==> src/core/dsc_pkg.sv <==
// Shared constants and carrier types for the DAC serial control host.
package dsc_pkg;

	// Host clock period.
	localparam int CLK_PERIOD_NS = 10;
	localparam int TMR_W         = 10;

	// Three-wire port timing, least times in nanoseconds.
	localparam int SCK_HALF_NS = 50;
	localparam int MSS_NS      = 30;
	localparam int MSH_NS      = 15;
	localparam int MHH_NS      = 100;

	localparam logic [TMR_W-1:0] SCK_HALF_CYC =
		TMR_W'((SCK_HALF_NS + CLK_PERIOD_NS - 1) / CLK_PERIOD_NS);
	localparam logic [TMR_W-1:0] MSS_CYC =
		TMR_W'((MSS_NS + CLK_PERIOD_NS - 1) / CLK_PERIOD_NS);
	localparam logic [TMR_W-1:0] MSH_CYC =
		TMR_W'((MSH_NS + CLK_PERIOD_NS - 1) / CLK_PERIOD_NS);
	localparam logic [TMR_W-1:0] MHH_CYC =
		TMR_W'((MHH_NS + CLK_PERIOD_NS - 1) / CLK_PERIOD_NS);

	// Two-wire quarter bit periods, least times in nanoseconds.
	localparam int FAST_Q_NS = 650;
	localparam int STD_Q_NS  = 4700;

	localparam logic [TMR_W-1:0] FAST_Q_CYC =
		TMR_W'((FAST_Q_NS + CLK_PERIOD_NS - 1) / CLK_PERIOD_NS);
	localparam logic [TMR_W-1:0] STD_Q_CYC =
		TMR_W'((STD_Q_NS + CLK_PERIOD_NS - 1) / CLK_PERIOD_NS);

	// Word layout and protocol levels.
	localparam logic       WR_FLAG      = 1'h0;
	localparam logic       DIR_READ     = 1'h1;
	localparam logic       DIR_WRITE    = 1'h0;
	localparam logic       ACK_LEVEL    = 1'h0;
	localparam logic [4:0] SLAVE_HI     = 5'h13;
	localparam logic [2:0] LAST_BIT     = 3'h7;
	localparam logic [3:0] ACK_SLOT     = 4'h8;
	localparam logic [4:0] SPI_MAX_DATA = 5'h0a;

	typedef enum logic {
		ST_ZERO_DUMMY
	} dsc_unused_type;

	// One request: target device, base register and data byte count.
	typedef struct packed {
		logic       use_i2c;
		logic       rd;
		logic [1:0] dev;
		logic [4:0] reg_base;
		logic [3:0] nbytes_m1;
	} dsc_req_type;

	// Completion report.
	typedef struct packed {
		logic       nack;
		logic [7:0] rd_data;
	} dsc_rsp_type;

endpackage : dsc_pkg

==> src/core/dsc_host.sv <==
// Host controller for the DAC three-wire and two-wire control ports.
`timescale 1ns/10ps
`default_nettype none

module dsc_host (
	input  wire logic               clk,                // Host clock.
	input  wire logic               rst_b,              // Async reset.
	input  wire logic               fast_mode,          // Two-wire speed.
	input  wire logic               req_valid,          // Request offered.
	output logic                    req_ready,          // Request taken.
	input  wire dsc_pkg::dsc_req_type req,              // Request fields.
	input  wire logic               wr_valid,           // Data byte offered.
	output logic                    wr_ready,           // Data byte taken.
	input  wire logic [7:0]         wr_data,            // Data byte.
	output logic                    rsp_valid,          // Transfer done.
	output dsc_pkg::dsc_rsp_type    rsp,                // Done report.
	output logic                    ctl_select_n,       // Three-wire select.
	output logic                    ctl_shift_clock,    // Three-wire clock.
	output logic                    ctl_serial_data_in, // Three-wire data.
	input  wire logic               scl_i,              // Clock line level.
	output logic                    scl_o,              // Clock drive value.
	output logic                    scl_oe_n,           // Clock drive enable.
	input  wire logic               sda_i,              // Data line level.
	output logic                    sda_o,              // Data drive value.
	output logic                    sda_oe_n            // Data drive enable.
);

	typedef enum logic [3:0] {
		ST_IDLE,
		ST_SPI_LEAD,
		ST_SPI_BIT,
		ST_SPI_TAIL,
		ST_SPI_GAP,
		ST_I2C_START,
		ST_I2C_BIT,
		ST_I2C_FETCH,
		ST_I2C_STOP
	} dsc_state_type;

	typedef enum logic [2:0] {
		PH_ADDR_W,
		PH_REG,
		PH_DATA,
		PH_ADDR_R,
		PH_READ
	} dsc_phase_type;

	localparam int TW = dsc_pkg::TMR_W;

	dsc_state_type        st_r,    st_nxt;
	dsc_phase_type        ph_r,    ph_nxt;
	dsc_pkg::dsc_req_type req_r,   req_nxt;
	dsc_pkg::dsc_rsp_type rsp_r,   rsp_nxt;
	logic [TW-1:0]        tmr_r,   tmr_nxt;
	logic [1:0]           q_r,     q_nxt;
	logic [3:0]           bit_r,   bit_nxt;
	logic [4:0]           cnt_r,   cnt_nxt;
	logic [7:0]           sh_r,    sh_nxt;
	logic [7:0]           rx_r,    rx_nxt;
	logic                 ack_r,   ack_nxt;
	logic                 nack_r,  nack_nxt;
	logic                 sel_r,   sel_nxt;
	logic                 sck_r,   sck_nxt;
	logic                 sdo_r,   sdo_nxt;
	logic                 scl_r,   scl_nxt;
	logic                 sda_r,   sda_nxt;
	logic                 done_r,  done_nxt;
	logic                 scl_m_r, scl_s_r;
	logic                 sda_m_r, sda_s_r;

	// Decode of timers, lengths and the bytes that open each phase.
	wire                  tmr_done  = (tmr_r == '0);
	wire  [TW-1:0]        q_len     = fast_mode ? dsc_pkg::FAST_Q_CYC
	                                            : dsc_pkg::STD_Q_CYC;
	wire  [6:0]           addr7     = {req_r.dev, req_r.reg_base};
	wire  [7:0]           spi_head  = {dsc_pkg::WR_FLAG, req.dev,
	                                   req.reg_base};
	wire  [7:0]           slv_w     = {dsc_pkg::SLAVE_HI, req.dev,
	                                   dsc_pkg::DIR_WRITE};
	wire  [7:0]           slv_r     = {dsc_pkg::SLAVE_HI, req_r.dev,
	                                   dsc_pkg::DIR_READ};
	wire  [4:0]           nb_req    = {1'b0, req.nbytes_m1} + 5'h01;
	wire  [4:0]           nb_spi    = (nb_req > dsc_pkg::SPI_MAX_DATA)
	                                  ? dsc_pkg::SPI_MAX_DATA : nb_req;
	wire                  last_bit  = (bit_r[2:0] == dsc_pkg::LAST_BIT);
	wire                  ack_slot  = (bit_r == dsc_pkg::ACK_SLOT);
	wire                  sda_rel   = (ph_r == PH_READ) || ack_slot;
	wire                  scl_high  = scl_s_r;
	wire                  got_nack  = (ack_r != dsc_pkg::ACK_LEVEL);

	// Open-drain lines only ever pull low; release lets the pull-up win.
	assign scl_o              = 1'b0;
	assign sda_o              = 1'b0;
	assign scl_oe_n           = scl_r;
	assign sda_oe_n           = sda_r;
	assign ctl_select_n       = sel_r;
	assign ctl_shift_clock    = sck_r;
	assign ctl_serial_data_in = sdo_r;
	assign rsp_valid          = done_r;
	assign rsp                = rsp_r;
	assign req_ready          = (st_r == ST_IDLE);

	always_comb begin
		st_nxt   = st_r;
		ph_nxt   = ph_r;
		req_nxt  = req_r;
		rsp_nxt  = rsp_r;
		tmr_nxt  = tmr_done ? tmr_r : tmr_r - {{(TW-1){1'b0}}, 1'b1};
		q_nxt    = q_r;
		bit_nxt  = bit_r;
		cnt_nxt  = cnt_r;
		sh_nxt   = sh_r;
		rx_nxt   = rx_r;
		ack_nxt  = ack_r;
		nack_nxt = nack_r;
		sel_nxt  = sel_r;
		sck_nxt  = sck_r;
		sdo_nxt  = sdo_r;
		scl_nxt  = scl_r;
		sda_nxt  = sda_r;
		done_nxt = 1'b0;
		wr_ready = 1'b0;
		unique case (st_r)
			ST_IDLE: begin
				if (req_valid) begin
					req_nxt  = req;
					nack_nxt = 1'b0;
					q_nxt    = 2'h0;
					bit_nxt  = 4'h0;
					if (req.use_i2c) begin
						st_nxt  = ST_I2C_START;
						ph_nxt  = PH_ADDR_W;
						sh_nxt  = slv_w;
						cnt_nxt = nb_req;
						tmr_nxt = q_len;
					end else begin
						st_nxt  = ST_SPI_LEAD;
						sel_nxt = 1'b0;
						sh_nxt  = spi_head;
						cnt_nxt = nb_spi;
						tmr_nxt = dsc_pkg::MSS_CYC;
					end
				end
			end
			ST_SPI_LEAD: begin
				if (tmr_done) begin
					st_nxt  = ST_SPI_BIT;
					sdo_nxt = sh_r[7];
					tmr_nxt = dsc_pkg::SCK_HALF_CYC;
				end
			end
			ST_SPI_BIT: begin
				if (tmr_done && q_r == 2'h0) begin
					sck_nxt = 1'b1;
					q_nxt   = 2'h1;
					tmr_nxt = dsc_pkg::SCK_HALF_CYC;
				end else if (tmr_done && !last_bit) begin
					bit_nxt = bit_r + 4'h1;
					sh_nxt  = {sh_r[6:0], 1'b0};
					sdo_nxt = sh_r[6];
					sck_nxt = 1'b0;
					q_nxt   = 2'h0;
					tmr_nxt = dsc_pkg::SCK_HALF_CYC;
				end else if (tmr_done && cnt_r == 5'h00) begin
					// The last pulse is finished before select rises.
					st_nxt  = ST_SPI_TAIL;
					sck_nxt = 1'b0;
					tmr_nxt = dsc_pkg::MSH_CYC;
				end else if (tmr_done && wr_valid) begin
					// Clock is held high while no byte is offered.
					wr_ready = 1'b1;
					sh_nxt   = wr_data;
					sdo_nxt  = wr_data[7];
					cnt_nxt  = cnt_r - 5'h01;
					bit_nxt  = 4'h0;
					sck_nxt  = 1'b0;
					q_nxt    = 2'h0;
					tmr_nxt  = dsc_pkg::SCK_HALF_CYC;
				end
			end
			ST_SPI_TAIL: begin
				if (tmr_done) begin
					sel_nxt = 1'b1;
					sck_nxt = 1'b0;
					st_nxt  = ST_SPI_GAP;
					tmr_nxt = dsc_pkg::MHH_CYC;
				end
			end
			ST_SPI_GAP: begin
				if (tmr_done) begin
					st_nxt   = ST_IDLE;
					done_nxt = 1'b1;
					rsp_nxt  = '{nack: 1'b0, rd_data: 8'h00};
				end
			end
			ST_I2C_START: begin
				// Quarters: release data, raise clock, pull data, drop clock.
				if (tmr_done) begin
					tmr_nxt = q_len;
					q_nxt   = q_r + 2'h1;
					unique case (q_r)
						2'h0: sda_nxt = 1'b1;
						2'h1: scl_nxt = 1'b1;
						2'h2: sda_nxt = 1'b0;
						2'h3: begin
							scl_nxt = 1'b0;
							bit_nxt = 4'h0;
							st_nxt  = ST_I2C_BIT;
						end
					endcase
				end
			end
			ST_I2C_BIT: begin
				if (tmr_done && q_r == 2'h0) begin
					sda_nxt = sda_rel ? 1'b1 : sh_r[7];
					q_nxt   = 2'h1;
					tmr_nxt = q_len;
				end else if (tmr_done && q_r == 2'h1) begin
					scl_nxt = 1'b1;
					q_nxt   = 2'h2;
					tmr_nxt = q_len;
				end else if (tmr_done && q_r == 2'h2 && scl_high) begin
					// Waiting on the line level honours slave stretching.
					if (ack_slot) begin
						ack_nxt = sda_s_r;
					end else begin
						rx_nxt = {rx_r[6:0], sda_s_r};
					end
					q_nxt   = 2'h3;
					tmr_nxt = q_len;
				end else if (tmr_done && q_r == 2'h3) begin
					scl_nxt = 1'b0;
					q_nxt   = 2'h0;
					tmr_nxt = q_len;
					if (!ack_slot) begin
						bit_nxt = bit_r + 4'h1;
						sh_nxt  = {sh_r[6:0], 1'b0};
					end else if (ph_r == PH_READ) begin
						st_nxt = ST_I2C_STOP;
					end else if (got_nack) begin
						nack_nxt = 1'b1;
						st_nxt   = ST_I2C_STOP;
					end else begin
						bit_nxt = 4'h0;
						unique case (ph_r)
							PH_ADDR_W: begin
								ph_nxt = PH_REG;
								sh_nxt = {1'b0, addr7};
							end
							PH_REG: begin
								if (req_r.rd) begin
									ph_nxt = PH_ADDR_R;
									sh_nxt = slv_r;
									st_nxt = ST_I2C_START;
								end else begin
									ph_nxt = PH_DATA;
									st_nxt = ST_I2C_FETCH;
								end
							end
							PH_DATA: begin
								// Device advances and wraps its own index.
								st_nxt = (cnt_r == 5'h00) ? ST_I2C_STOP
								                          : ST_I2C_FETCH;
							end
							PH_ADDR_R: ph_nxt = PH_READ;
							PH_READ:   st_nxt = ST_I2C_STOP;
						endcase
					end
				end
			end
			ST_I2C_FETCH: begin
				// Clock stays low, so the bus waits on the byte source.
				if (wr_valid) begin
					wr_ready = 1'b1;
					sh_nxt   = wr_data;
					cnt_nxt  = cnt_r - 5'h01;
					q_nxt    = 2'h0;
					tmr_nxt  = q_len;
					st_nxt   = ST_I2C_BIT;
				end
			end
			ST_I2C_STOP: begin
				if (tmr_done) begin
					tmr_nxt = q_len;
					q_nxt   = q_r + 2'h1;
					unique case (q_r)
						2'h0: sda_nxt = 1'b0;
						2'h1: scl_nxt = 1'b1;
						2'h2: sda_nxt = 1'b1;
						2'h3: begin
							st_nxt   = ST_IDLE;
							done_nxt = 1'b1;
							rsp_nxt  = '{nack: nack_r, rd_data: rx_r};
						end
					endcase
				end
			end
			default: st_nxt = ST_IDLE;
		endcase
	end

	// Line inputs come from another domain, so two flops precede any use.
	always_ff @(posedge clk or negedge rst_b) begin
		if (!rst_b) begin
			scl_m_r <= 1'b1;
			scl_s_r <= 1'b1;
			sda_m_r <= 1'b1;
			sda_s_r <= 1'b1;
		end else begin
			scl_m_r <= scl_i;
			scl_s_r <= scl_m_r;
			sda_m_r <= sda_i;
			sda_s_r <= sda_m_r;
		end
	end

	always_ff @(posedge clk or negedge rst_b) begin
		if (!rst_b) begin
			st_r   <= ST_IDLE;
			ph_r   <= PH_ADDR_W;
			req_r  <= '0;
			rsp_r  <= '0;
			tmr_r  <= '0;
			q_r    <= 2'h0;
			bit_r  <= 4'h0;
			cnt_r  <= 5'h00;
			sh_r   <= 8'h00;
			rx_r   <= 8'h00;
			ack_r  <= 1'b1;
			nack_r <= 1'b0;
			sel_r  <= 1'b1;
			sck_r  <= 1'b0;
			sdo_r  <= 1'b0;
			scl_r  <= 1'b1;
			sda_r  <= 1'b1;
			done_r <= 1'b0;
		end else begin
			st_r   <= st_nxt;
			ph_r   <= ph_nxt;
			req_r  <= req_nxt;
			rsp_r  <= rsp_nxt;
			tmr_r  <= tmr_nxt;
			q_r    <= q_nxt;
			bit_r  <= bit_nxt;
			cnt_r  <= cnt_nxt;
			sh_r   <= sh_nxt;
			rx_r   <= rx_nxt;
			ack_r  <= ack_nxt;
			nack_r <= nack_nxt;
			sel_r  <= sel_nxt;
			sck_r  <= sck_nxt;
			sdo_r  <= sdo_nxt;
			scl_r  <= scl_nxt;
			sda_r  <= sda_nxt;
			done_r <= done_nxt;
		end
	end

endmodule : dsc_host

`default_nettype wire

==> config.mk <==
export PLATFORM = sky130hd
export DESIGN_NAME = dsc_host
export DESIGN_NICKNAME = d
export VERILOG_FILES = /design/src/core/dsc_pkg.sv /design/src/core/dsc_host.sv
export SDC_FILE = /design/constraint.sdc
export NUM_CORES = 1
export LEC_CHECK = 0
export BUFFER_PORTS_ARGS = -buffer_cell sky130_fd_sc_hd__buf_2
export CORE_MARGIN = 2
export CORE_UTILIZATION = 45
export CTS_BUF_LIST = sky130_fd_sc_hd__clkbuf_2
export DETAILED_ROUTE_END_ITERATION = 10
export GPL_TIMING_DRIVEN = 1
export PLACE_DENSITY_LB_ADDON = 0.12
export SLEW_MARGIN = 20
export SYNTH_ARGS = -nofsm -noshare
export SYNTH_HDL_FRONTEND = slang
export SYNTH_SLANG_ARGS = --single-unit
export TNS_END_PERCENT = 30
==> constraint.sdc <==
create_clock -name clk -period 9.5 [get_ports clk]
set_clock_uncertainty 0.2 [all_clocks]
set_input_delay 0.95 -clock clk [delete_from_list [all_inputs] [get_ports clk]]
set_output_delay 0.95 -clock clk [all_outputs]
set_load 0.01 [all_outputs]
==> insert_results.sql <==
INSERT INTO impl_metrics (metric_group, metric, value, unit) VALUES
('placement', 'place.gp.congestion', '0.947', ''),
('clock_tree', 'cts_resized', '0', ''),
('placement', 'placed_cells', '748', ''),
('clock_tree', 'htree_num_levels', '3', ''),
('clock_tree', 'cts.sink_count', '73', ''),
('power_and_ir_drop', 'ir_drop', '0.0780', 'mV'),
('setup_path', 'critical_path_sink_type', 'output pin', ''),
('die', 'die_x_extent', '109', 'um'),
('sta', 'maxClockFrequency', '202', 'MHz'),
('synthesis', 'yosys_warnings', '0', ''),
('sta', 'timing.final.crit_period', '4950', 'ps'),
('cells_and_area', 'fin_cells', '764', ''),
('setup_path', 'critPathMaxFanout', '21', ''),
('sta', 'report.final.slew_viol_count', '0', ''),
('sta', 'final.period_utilization', '0.521', ''),
('synthesis', 'synth.avg_cell_area', '8.35', 'sq um'),
('min_path', 'min-delay-path-class', 'flop to flop', ''),
('clock_tree', 'hold_buffers', '0', ''),
('sta', 'tightestPinTransition', '978', 'ps'),
('synthesis', 'post_synth_fa_ha_maj_area_fraction', '0.0326', ''),
('placement', 'post-place-ws', '5180', 'ps'),
('synthesis', 'combinational_family_with_the_most_area_after_synthesis', 'simple AND/OR/NAND/NOR gates', ''),
('global_routing', 'global_route.usage.met3', '0.0569', ''),
('run', 'cap_violations', '0', ''),
('synthesis', 'synth_edf_count', '0', ''),
('synthesis', 'post_synth_xor_area_fraction', '0.0105', ''),
('global_routing', 'vias_in_the_first_global_route', '4399', ''),
('cells_and_area', 'fraction_of_final_layout_cells_sized_beyond_drive_strength_1', '0.175', ''),
('cells_and_area', 'layout_fillers', '1098', ''),
('die', 'design.portCount', '47', ''),
('cells_and_area', 'final_core_utilization', '0.496', ''),
('synthesis', 'ys_async_sr_fraction', '1.00', ''),
('die', 'placement_rows', '38', ''),
('run_status', 'outcome', 'completed', ''),
('global_routing', 'first_pass_grt_wire_length', '23200', 'um'),
('clock_tree', 'cts_inserted_buffers', '9', ''),
('synthesis', 'synth.area.mux_share', '0.0714', ''),
('synthesis', 'share_of_the_synthesized_area_in_compound_gates_ao_oa_aoi_oai', '0.222', ''),
('synthesis', 'synthDistinctLibCells', '73', ''),
('power_and_ir_drop', 'power_per_cell_area', '97.9', 'nW/um^2'),
('synthesis', 'synth_simple_gate_area_share', '0.242', ''),
('global_routing', 'grt_start_max_net_pins', '74', ''),
('routing', 'drt-vias-per-instance', '6.07', ''),
('global_routing', 'antenna_found_initial', '0', ''),
('clock_tree', 'clk_latency', '600', 'ps'),
('clock_tree', 'cts_post_setup_buffers_inserted', '0', ''),
('routing', 'dr_total_vias', '4636', ''),
('synthesis', 'synth_top_flop_cell', 'dfrtp_1', ''),
('clock_tree', 'cts.reportedPaths.clkPinSlew', '190', 'ps'),
('routing', 'dr.pass1.iters', '5', ''),
('placement', 'io_buffers', '44', ''),
('cells_and_area', 'num-nets-final', '660', ''),
('synthesis', 'netlist_top_cells_area', 'dfrtp_1 (33%), nand2_1 (6.4%), o21ai_0 (5.3%)', ''),
('clock_tree', 'clk_root_buffer_cell', 'clkbuf_2', ''),
('setup_path', 'critical_path_class', 'flop to output pin', ''),
('sta', 'setup_slack', '4550', 'ps'),
('global_routing', 'grt_util_all_layers', '0.254', ''),
('routing', 'ant_nets', '0', ''),
('global_routing', 'global_route.peak_usage_layer', 'met2', ''),
('sta', 'rsz0062_at_grt', 'no', ''),
('setup_path', 'critical_path_required', '8350', 'ps'),
('setup_path', 'startpoint_type', 'flop', ''),
('routing', 'detail_route.wl_per_cell', '18.8', 'um'),
('global_routing', 'use_met1', '0.345', ''),
('synthesis', 'post_synth_inst_count', '598', ''),
('die', 'die_height', '109', 'um'),
('synthesis', 'netlist.top_cell.by_area', 'dfrtp_1', ''),
('clock_tree', 'ctsLongestPathBuffers', '2', ''),
('power_and_ir_drop', 'total_leakage_power', '2.39', 'nW'),
('sta', 'timing.final.setup_violations', '0', ''),
('synthesis', 'proportion_of_netlist_area_held_by_the_largest_area_contributor', '0.326', '');
## cell usage after synthesis, drive strengths merged, types with 4 or more instances
library cell / count
nand2: 85
dfrtp: 65
o21ai: 53
nor2: 46
a21oi: 32
clkbuf: 32
mux2: 22
nor3: 22
inv: 20
nand3: 17
nor2b: 14
ha: 13
nand2b: 12
buf: 9
mux2i: 9
a211oi: 8
a31oi: 8
dfstp: 8
o22ai: 8
or3: 8
a221oi: 6
or2: 6
a32oi: 5
nand3b: 5
nand4: 5
nor3b: 5
o31ai: 5
a32o: 4
nor4: 4
o211ai: 4
## flip-flops by register name, indices dropped and copies added (netlist names), 2 cells and up
| signal | count |
|---|---|
| sh_r | 8 |
| rx_r | 8 |
| q_r | 2 |
| bit_r | 4 |
| ph_r | 3 |
| cnt_r | 5 |
| rsp | 9 |
| addr7 | 7 |
| st_r | 4 |
| tmr_r | 10 |
## critical path, cell delays in order, from the launching register on
cell and delay, ps:
dfrtp_1 430, inv_1 110, ha_1 190, or3b_1 530
nor3_4 730, inv_1 570, nor4_1 400, o21a_1 140
buf_2 120
## final cells by class
cell class / count / area, sq um / share of cell area
inverters: 20 / 75.1 / 0.0140
flip-flops and latches: 73 / 1840 / 0.342
multi-input cells: 465 / 2910 / 0.542
repair buffers: 50 / 268 / 0.0498
clock inverters: 5 / 55.1 / 0.0102
clock buffers: 11 / 55.1 / 0.0102
well taps: 140 / 175 / 0.0326
## cells by family (layout without fill, tap and decap cells)
family          count (synthesis)  count (layout)
compound gates                170             170
xor+xnor                        6               6
fa+ha+maj                      13              13
buf+inv                        61              86
flops                          73              73
mux                            31              31
other cells                     1               2
simple gates                  243             243
## final timing paths
check,start,end,slack [ps],cells after the start
min in group asynchronous,rst_b,addr7[4]$_DFFE_PN0P_,260,1
max in group asynchronous,rst_b,rx_r[7]$_DFFE_PN0P_,8220,1
worst max register to register,tmr_r[0]$_DFF_PN0_,sh_r[0]$_DFFE_PN0P_,5410,8
worst min register to register,sda_m_r$_DFF_PN1_,sda_s_r$_DFF_PN1_,170,0
worst min-delay path,sda_m_r$_DFF_PN1_,sda_s_r$_DFF_PN1_,170,0
worst max-delay path,tmr_r[0]$_DFF_PN0_,wr_ready,4550,8
## layer usage
layer  up-vias  part of all wire
met3        26             0.067
met4         0             0.021
met5         -                 0
li1       2206                 -
met1      2230              0.46
met2       174              0.46
## per-stage QoR
| step | power, mW | hold WS, ps | area, sq um |
|---|---|---|---|
| 3_5_place_dp | 0.350 | 150 | 5260 |
| 3_3_place_gp | 0.350 | 146 | 5260 |
| 5_1_grt | 0.550 | 163 | 5380 |
| 2_1_floorplan | 0.334 | 145 | 5000 |
| 4_1_cts | 0.536 | 174 | 5370 |
| 6_report | 0.526 | 172 | 5380 |
## where the power goes
group	internal, mW	leakage, nW	switching [mW]
logic	0.00946	1.40	0.0184
registers	0.315	0.919	0.00226
clock network	0.0628	0.0716	0.119
total	0.387	2.39	0.139
Power figures use the tool's default switching activity.
